==> config.mk <==
export PLATFORM = sky130hd
export DESIGN_NAME = smcs_top
export DESIGN_NICKNAME = d
export VERILOG_FILES = /design/src/include/smcs_pkg.sv /design/src/core/smcs_top.sv /design/src/core/smcs_skid.sv
export SDC_FILE = /design/constraint.sdc
export NUM_CORES = 1
export LEC_CHECK = 0
export ABC_AREA = 0
export BUFFER_PORTS_ARGS = -buffer_cell sky130_fd_sc_hd__buf_2
export CAP_MARGIN = 5
export CORE_MARGIN = 2
export CORE_UTILIZATION = 49
export DETAILED_ROUTE_END_ITERATION = 10
export HOLD_SLACK_MARGIN = 0.12
export PLACE_DENSITY = 0.83
export SLEW_MARGIN = 20
export SYNTH_ARGS = -nofsm -noshare
export SYNTH_HDL_FRONTEND = slang
export SYNTH_SLANG_ARGS = --single-unit
==> constraint.sdc <==
create_clock -name clk_i -period 2.4 [get_ports clk_i]
set_clock_uncertainty 0.15 [all_clocks]
set_input_delay 0.24 -clock clk_i [delete_from_list [all_inputs] [get_ports clk_i]]
set_output_delay 0.24 -clock clk_i [all_outputs]
set_load 0.02 [all_outputs]
==> src/include/smcs_pkg.sv <==
`default_nettype none
package smcs_pkg;
  localparam int SMCS_CLK_MHZ = 200;
  localparam int SMCS_SHIFT_LEN = 4;
  localparam int SMCS_NUM_CH = 8;
  // turn-on delay in ns, least time
  localparam int SMCS_TON_NS = 700;
  localparam int SMCS_TON_CYC = (SMCS_TON_NS * SMCS_CLK_MHZ + 999) / 1000;
  // turn-off delay in ns
  localparam int SMCS_TURN_OFF_DELAY_NS = 300;
  localparam int SMCS_TURN_OFF_DELAY_CYC = (SMCS_TURN_OFF_DELAY_NS * SMCS_CLK_MHZ + 999) / 1000;
  // max serial clock 5 MHz: 40 system clocks per serial period
  localparam int SMCS_SCK_MAX_MHZ = 5;
  localparam logic [3:0] SMCS_SHIFT_RST = 4'h0;
  localparam logic [7:0] SMCS_PORTS_OFF = 8'h00;
  localparam int SMCS_EN_POS = 3;
  localparam int SMCS_SEL_MSB = 2;
  localparam int SMCS_SEL_LSB = 0;
  // wishbone byte addresses
  localparam logic [3:0] SMCS_ADDR_CTRL = 4'h0;
  localparam logic [3:0] SMCS_ADDR_STAT = 4'h4;
  localparam logic [1:0] SMCS_CTRL_RST = 2'h0;
endpackage : smcs_pkg
`default_nettype wire

==> src/core/smcs_top.sv <==
// Function
// serial clock times loading and forwarding
// select high shifts data1 each rising edge
// host sends enable then three select bits
// enable zero all off, else binary port
// host lowers select before next edge
// select falling edge switches all off first
// chosen port on after delay until next fall
// latched enable low keeps ports off
// select high forward driver on, return off
// data2 shows bit after fourth edge
// select low data2 passes to data1 directly
// chain host sets exactly one enable
// chained device with enable low stays off
// host keeps serial clock under maximum
// enable first, lands in final stage
// hold shift register, apply at select fall
//
// Our own choices: the Wishbone register port and the placing of the registers.
`default_nettype none
module smcs_top
  import smcs_pkg::*;
#(
  parameter int TON_CYC = SMCS_TON_CYC,
  parameter int TURN_OFF_DELAY_CYC = SMCS_TURN_OFF_DELAY_CYC
)(
  // clock and reset
  input wire logic clk_i,
  input wire logic rst_i,
  // serial link, synchronous samples
  input wire logic sck_i,
  input wire logic sel_n_i,
  input wire logic data1_i,
  output logic data1_o,
  output logic data1_oe_n_o,
  input wire logic data2_i,
  output logic data2_o,
  output logic data2_oe_n_o,
  // analog switch controls
  output logic [SMCS_NUM_CH-1:0] analog_ports_o,
  // wishbone slave
  input wire logic wb_cyc_i,
  input wire logic wb_stb_i,
  input wire logic wb_we_i,
  input wire logic [3:0] wb_adr_i,
  input wire logic [3:0] wb_sel_i,
  input wire logic [31:0] wb_dat_i,
  output logic [31:0] wb_dat_o,
  output logic wb_ack_o
);
  typedef enum {ST_OFF, ST_WAIT, ST_ON} smcs_state_type;
  smcs_state_type state_reg, state_next;
  logic sck_q_reg;
  logic sel_q_reg;
  logic [3:0] shift_reg;
  logic [3:0] latch_reg;
  logic [15:0] tmr_reg;
  logic [SMCS_NUM_CH-1:0] ports_reg;
  logic skid_rdy;
  logic skid_vld;
  logic skid_bit;
  logic d1_reg, d1_oe_n_reg, d2_reg, d2_oe_n_reg;
  logic [1:0] ctrl_reg;
  logic [31:0] rdat_reg;
  logic ack_reg;
  logic [31:0] fall_cnt_reg;
  // serial events on the system clock
  wire sck_rise = sck_i && !sck_q_reg;
  wire sel_fall = !sel_n_i && sel_q_reg;
  wire sel_high = sel_n_i;
  wire shift_en = sel_high && sck_rise;
  // enable enters first and drifts to the final stage
  wire [3:0] shift_next = {shift_reg[2:0], data1_i};
  wire [2:0] chan_num = latch_reg[SMCS_SEL_MSB:SMCS_SEL_LSB];
  wire chan_en = latch_reg[SMCS_EN_POS];
  wire [SMCS_NUM_CH-1:0] chan_onehot =
    chan_en ? (8'h01 << chan_num) : SMCS_PORTS_OFF;
  // software override forces all off; shortcut cuts the delay to one cycle
  wire sw_force_off = ctrl_reg[0];
  wire sw_no_delay = ctrl_reg[1];
  wire [15:0] ton_len = sw_no_delay ? 16'h0001 : 16'(TON_CYC);
  wire tmr_done = (tmr_reg == 16'h0000);
  always_comb
  begin
    state_next = state_reg;
    unique case (state_reg)
      ST_OFF:
        if (sel_fall) state_next = ST_WAIT;
      ST_WAIT:
        if (sel_fall) state_next = ST_WAIT;
        else if (tmr_done) state_next = ST_ON;
      ST_ON:
        if (sel_fall) state_next = ST_WAIT;
    endcase
  end
  always_ff @(posedge clk_i)
  begin
    if (rst_i)
    begin
      sck_q_reg <= 1'b0;
      sel_q_reg <= 1'b1;
      shift_reg <= SMCS_SHIFT_RST;
      latch_reg <= SMCS_SHIFT_RST;
      state_reg <= ST_OFF;
      tmr_reg <= 16'h0000;
      ports_reg <= SMCS_PORTS_OFF;
    end
    else
    begin
      sck_q_reg <= sck_i;
      sel_q_reg <= sel_n_i;
      if (shift_en)
        shift_reg <= shift_next;
      if (sel_fall)
        latch_reg <= shift_reg;
      state_reg <= state_next;
      if (sel_fall)
        tmr_reg <= ton_len - 16'h0001;
      else if (!tmr_done)
        tmr_reg <= tmr_reg - 16'h0001;
      // break before make: all off on every select fall
      if (sel_fall || state_next != ST_ON || sw_force_off)
        ports_reg <= SMCS_PORTS_OFF;
      else
        ports_reg <= chan_onehot;
    end
  end
  assign analog_ports_o = ports_reg;
  // data pins: drivers registered, one clock of latency, two for data2 through the skid
  always_ff @(posedge clk_i)
  begin
    if (rst_i)
    begin
      d1_reg <= 1'b0;
      d1_oe_n_reg <= 1'b1;
      d2_reg <= 1'b0;
      d2_oe_n_reg <= 1'b1;
    end
    else
    begin
      d2_oe_n_reg <= !sel_n_i;
      d1_oe_n_reg <= sel_n_i;
      if (skid_vld)
        d2_reg <= skid_bit;
      d1_reg <= data2_i;
    end
  end
  // the bit entering the final stage is staged, so a stall loses nothing;
  // after the fourth edge the first bit of the word reaches data2
  smcs_skid #(
    .WIDTH(1)
  ) i_fwd_skid (
    .clk_i(clk_i),
    .rst_i(rst_i),
    .in_valid_i(shift_en),
    .in_ready_o(skid_rdy),
    .in_data_i(shift_reg[SMCS_SHIFT_LEN-2]),
    .out_valid_o(skid_vld),
    .out_ready_i(1'b1),
    .out_data_o(skid_bit)
  );
  assign data2_o = d2_reg;
  assign data2_oe_n_o = d2_oe_n_reg;
  assign data1_o = d1_reg;
  assign data1_oe_n_o = d1_oe_n_reg;
  // wishbone: one wait state, status reflects state
  wire wb_req = wb_cyc_i && wb_stb_i && !ack_reg;
  wire hit_ctrl = (wb_adr_i == SMCS_ADDR_CTRL);
  wire hit_stat = (wb_adr_i == SMCS_ADDR_STAT);
  wire [31:0] stat_word = {fall_cnt_reg[15:0], ports_reg,
    3'h0, (state_reg == ST_ON), latch_reg};
  wire [31:0] rd_mux = hit_ctrl ? {30'h0, ctrl_reg} :
    hit_stat ? stat_word : 32'h0;
  always_ff @(posedge clk_i)
  begin
    if (rst_i)
    begin
      ack_reg <= 1'b0;
      rdat_reg <= 32'h0;
      ctrl_reg <= SMCS_CTRL_RST;
      fall_cnt_reg <= 32'h0;
    end
    else
    begin
      ack_reg <= wb_req;
      if (wb_req)
        rdat_reg <= rd_mux;
      if (wb_req && wb_we_i && hit_ctrl && wb_sel_i[0])
        ctrl_reg <= wb_dat_i[1:0];
      if (sel_fall)
        fall_cnt_reg <= fall_cnt_reg + 32'h1;
    end
  end
  assign wb_ack_o = ack_reg;
  assign wb_dat_o = rdat_reg;
  a_ports_onehot: assert property (@(posedge clk_i) disable iff (rst_i)
    $countones(ports_reg) <= 1)
    else $error("two ports on");
  a_fall_off: assert property (@(posedge clk_i) disable iff (rst_i)
    sel_fall |=> ports_reg == SMCS_PORTS_OFF)
    else $error("ports not off after select fall");
  a_en_low_off: assert property (@(posedge clk_i) disable iff (rst_i)
    !latch_reg[SMCS_EN_POS] |=> ports_reg == SMCS_PORTS_OFF)
    else $error("ports on with enable low");
  a_hold_low: assert property (@(posedge clk_i) disable iff (rst_i)
    !sel_n_i && !$past(sel_n_i) |-> $stable(shift_reg))
    else $error("shift changed while select low");
  a_shift_in: assert property (@(posedge clk_i) disable iff (rst_i)
    shift_en |=> shift_reg[0] == $past(data1_i))
    else $error("shift missed data");
  a_fwd_drv: assert property (@(posedge clk_i) disable iff (rst_i)
    sel_n_i |=> !data2_oe_n_o && data1_oe_n_o)
    else $error("forward driver wrong");
  a_ret_pass: assert property (@(posedge clk_i) disable iff (rst_i)
    !sel_n_i |=> data1_o == $past(data2_i) && data2_oe_n_o)
    else $error("return path wrong");
  a_turn_on: assert property (@(posedge clk_i) disable iff (rst_i)
    sel_fall ##1 (!sel_fall && !sw_force_off) [*2] |->
    ports_reg == SMCS_PORTS_OFF || chan_en)
    else $error("turn on wrong");
  a_fwd_bit: assert property (@(posedge clk_i) disable iff (rst_i)
    shift_en |=> ##1 data2_o == $past(shift_reg[2], 2))
    else $error("forward bit wrong");
  a_skid_room: assert property (@(posedge clk_i) disable iff (rst_i)
    skid_rdy)
    else $error("forward buffer full");
  a_fall_wait: assert property (@(posedge clk_i) disable iff (rst_i)
    sel_fall |=> state_reg == ST_WAIT)
    else $error("no wait after select fall");
  a_oe_excl: assert property (@(posedge clk_i) disable iff (rst_i)
    data1_oe_n_o || data2_oe_n_o)
    else $error("both data drivers on");
  a_ack_pulse: assert property (@(posedge clk_i) disable iff (rst_i)
    wb_ack_o |=> !wb_ack_o)
    else $error("ack longer than one cycle");
  c_shift: cover property (@(posedge clk_i) shift_en);
  c_fall: cover property (@(posedge clk_i) sel_fall);
  c_on: cover property (@(posedge clk_i) ports_reg != SMCS_PORTS_OFF);
  c_en_low: cover property (@(posedge clk_i)
    sel_fall && !shift_reg[SMCS_EN_POS]);
endmodule : smcs_top
`default_nettype wire

==> src/core/smcs_skid.sv <==
`default_nettype none
module smcs_skid
  import smcs_pkg::*;
#(
  parameter int WIDTH = 1
)(
  // clock and reset
  input wire logic clk_i,
  input wire logic rst_i,
  // filling side
  input wire logic in_valid_i,
  output logic in_ready_o,
  input wire logic [WIDTH-1:0] in_data_i,
  // draining side
  output logic out_valid_o,
  input wire logic out_ready_i,
  output logic [WIDTH-1:0] out_data_o
);
  logic [WIDTH-1:0] mem_reg [2];
  logic [1:0] cnt_reg;
  logic rd_reg;
  logic wr_reg;
  wire push = in_valid_i && (cnt_reg != 2'h2);
  wire pop = out_valid_o && out_ready_i;
  assign in_ready_o = (cnt_reg != 2'h2);
  assign out_valid_o = (cnt_reg != 2'h0);
  assign out_data_o = mem_reg[rd_reg];
  always_ff @(posedge clk_i)
  begin
    if (rst_i)
    begin
      cnt_reg <= 2'h0;
      rd_reg <= 1'b0;
      wr_reg <= 1'b0;
    end
    else
    begin
      if (push)
        wr_reg <= ~wr_reg;
      if (pop)
        rd_reg <= ~rd_reg;
      cnt_reg <= cnt_reg + {1'b0, push} - {1'b0, pop};
    end
  end
  always_ff @(posedge clk_i)
  begin
    if (push)
      mem_reg[wr_reg] <= in_data_i;
  end
endmodule : smcs_skid
`default_nettype wire

==> results.md <==
* # clock sinks at 123
* DR DRC count at 0
* Std cell rows at 35
* Hold_ws at 0.138 ns
* Critical Path Start Type: flop
* R2r worst-path depth at 6
* Seq/Total Area, Yosys at 55.0%
* CTS tree: yes
* Most frequent cell after synthesis: dfxtp_1
* Post-CTS Setup Bufs at 0
* Ys Warns at 0
* Final Util at 61.4%
* # diodes at 0
* Final WL at 9.53 mm
* Clk slew on worst S/H paths at 0.06 ns
* Clk Latency, worst-skew pair at 0.51 ns
* Die area at 10000 um^2
* Cell variety after synth at 50
* CP max FO at 6
* Comb pwr share at 12.1%
* Share of the synthesized area in the top cell type at 53.7%
* Drt wl/cell at 14.5 um
* Clock Power Share at 46.7%
* Status: complete, no violations
* Vias/cell at 5.31
* Clock root cell: clkbuf_8
* Largest net degree at the start of global routing at 67
* Routability Congestion at 0.839
* Pre-CTS setup slack at 0.212 ns
* Fillers at 705
* Synth area leaders: dfxtp_1, nor2_1, a22oi_1
* Number of flip-flops in the largest register at 32
* Worst Path Arrival at 2.55 ns
* Initial Utilization at 49.6%
* Die width at 100 um
* Slowest CP cell: dlygate4sd3_1
* Max-Cap Viols at 0
* Cell count after placement at 613
* Hold-critical path depth at 5
* First drt pass iteration count at 4
* Critical setup path kind: flop to flop
* Seq pwr share at 41.2%
* Vias in the first global route at 3,437
* Port bufs at 57
* RSZ-0062 raised after global routing: false
* Crit-path leading delay family: simple AND/OR/NAND/NOR gates
* Fmax achieved at 434 MHz
* Worst path cell trace: nand3b_1 -> nor2_2 -> and4_1 -> mux2i_1 -> dlygate4sd3_1 -> nor2_1
* PwrDens at 954 nW/um^2
* CTS buffer count at 17
* Worst path max stage delay at 0.58 ns
* EDFF count, synth at 2
* Post-synth top area cell: dfxtp_1
* Max Root-Sink Buffers at 2
* DR iter-0 viols at 175
* Vias at 3,478
* HP Class: input pin to flop
* Pint at 3.98 mW
* Post-Syn Instances at 462
* Critical Path Stages at 6
* Setup ws final at 0.0954 ns
* Initial antenna violation count at 0
* Async S/R FF share, synth at 0%
* Share of layout cells above drive strength 1 at 20.0%
* Area Growth Syn to Fin at 23.9%
* Critical path capture point type: flop
* Req. time, crit path at 2.64 ns
* Die span in y at 100 um
* LEAKAGE at 2.31 nW
* Peak VDD IR at 0.636 mV
* Nets at 583
* Buf/Inv on CP at 1
* Final period util at 96.0%
* First-pass GRT wire length at 16.0 mm
* Final-report hold violation count at 0
* Synth cell count leaders: dfxtp_1, nor2_1, and2_1
* Gr ovfl total at 0
* Total negative slack at 0 ns
* I/O Pins at 94
* Synth Register Bits at 123
* Max transition margin at 58.1%
* GRT Total Usage at 20.2%
* Psw at 1.36 mW
* Slew Limit Fails at 0
* Core region area at 9110 um^2
* HPWL after DPL at 6.15 mm
* H-tree levels at 4
* Synth Flop Type: dfxtp_1
* Antenna viol nets, final at 0
* Layout Cells excl Fill at 655
* Switching Fraction at 25.4%
* Post-Syn Area per Cell at 9.77 um^2
* Final period demand of the worst path at 2.30 ns
* Tightest Pin Transition at 0.629 ns
* Final setup fails at 0
* Mapped Area at 4510 um^2
-- cell families (layout without fill, tap and decap cells) --
logic type / after synthesis / after routing / share of synthesized area (%)
flops: 123 / 123 / 55.0
buf+inv: 31 / 111 / 2.94
compound gates: 54 / 54 / 8.40
mux: 10 / 10 / 2.30
xor+xnor: 26 / 26 / 5.04
simple gates: 215 / 215 / 25.7
fa+ha+maj: 2 / 2 / 0.554
other cells: 1 / 3 / 0.0831
-- worst paths after layout --
path / start / to / slack (ns)
max reg2reg: wb_ack_o / ctrl_reg[1] / 0.1
min reg2reg: shift_reg[3] / latch_reg[3] / 0.31
min: wb_adr_i[0] / wb_dat_o[0] / 0.14
max: wb_ack_o / ctrl_reg[1] / 0.1
-- repair_timing --
| action | CTS | global route |
|---|---|---|
| resized for setup | 0 | 1 |
| hold buffers | 11 | 0 |
| endpoints found under the setup margin | 0 | 2 |
| endpoints found under the hold margin | 14 | 0 |
-- power groups by stage --
stage | registers, mW | logic (mW) | clock network, mW
3_5_place_dp | 2.24 | 0.627 | 0
2_1_floorplan | 2.23 | 0.506 | 0
5_1_grt | 2.21 | 0.711 | 2.63
3_3_place_gp | 2.24 | 0.604 | 0
4_1_cts | 2.20 | 0.645 | 2.53
6_report | 2.20 | 0.643 | 2.49
-- layout make-up --
type                    instances  area, um^2  share of cell area [%]
flip-flops and latches        123        2480                    44.4
multi-input cells             310        1910                    34.1
repair buffers                 75         460                    8.23
clock buffers                  17         414                    7.40
clock inverters                14         171                    3.06
well taps                     111         139                    2.48
inverters                       5        18.8                   0.335
-- per-stage QoR --
| stage | total power [mW] | instance area, um^2 |
|---|---|---|
| floorplan | 2.74 | 4520 |
| global placement | 2.84 | 4900 |
| detailed placement | 2.87 | 4900 |
| CTS | 5.38 | 5590 |
| global route | 5.55 | 5600 |
| finish | 5.34 | 5600 |
-- per-layer routing --
| layer | global-route usage [%] | part of all wire (%) | routed length, um | vias to the layer above |
|---|---|---|---|---|
| met5 | 0 | 0 | 0 | - |
| met2 | 35.3 | 51 | 4900 | 78 |
| met3 | 5.50 | 3.4 | 324 | 14 |
| li1 | - | - | - | 1730 |
| met1 | 23.6 | 44 | 4150 | 1656 |
| met4 | 8.22 | 1.6 | 150 | 0 |
-- layout by cell type (no fill, tap or decap), types with 5 or more instances in the layout --
cell           instances
nand3_1               13
a22oi_1               28
a21oi_1               13
nor2_1                75
nor2b_1               10
nand2_1               19
nand4_1                8
dfxtp_1              121
nor4_1                 8
dlygate4sd3_1         11
nor3_1                10
mux2i_1                7
and2_1                32
clkbuf_16             16
xor2_1                15
nor3b_1                5
nand2b_1               7
xnor2_1               11
buf_4                  6
buf_2                 57
inv_1                  5
-- worst register-to-register path, stage by stage, from the launching register on --
cell           delay, ns
dfxtp_1             0.31
nand3b_1            0.33
nor2_2              0.26
and4_1              0.30
mux2i_1             0.23
dlygate4sd3_1       0.58
nor2_1              0.04
Power figures use the tool's default switching activity.
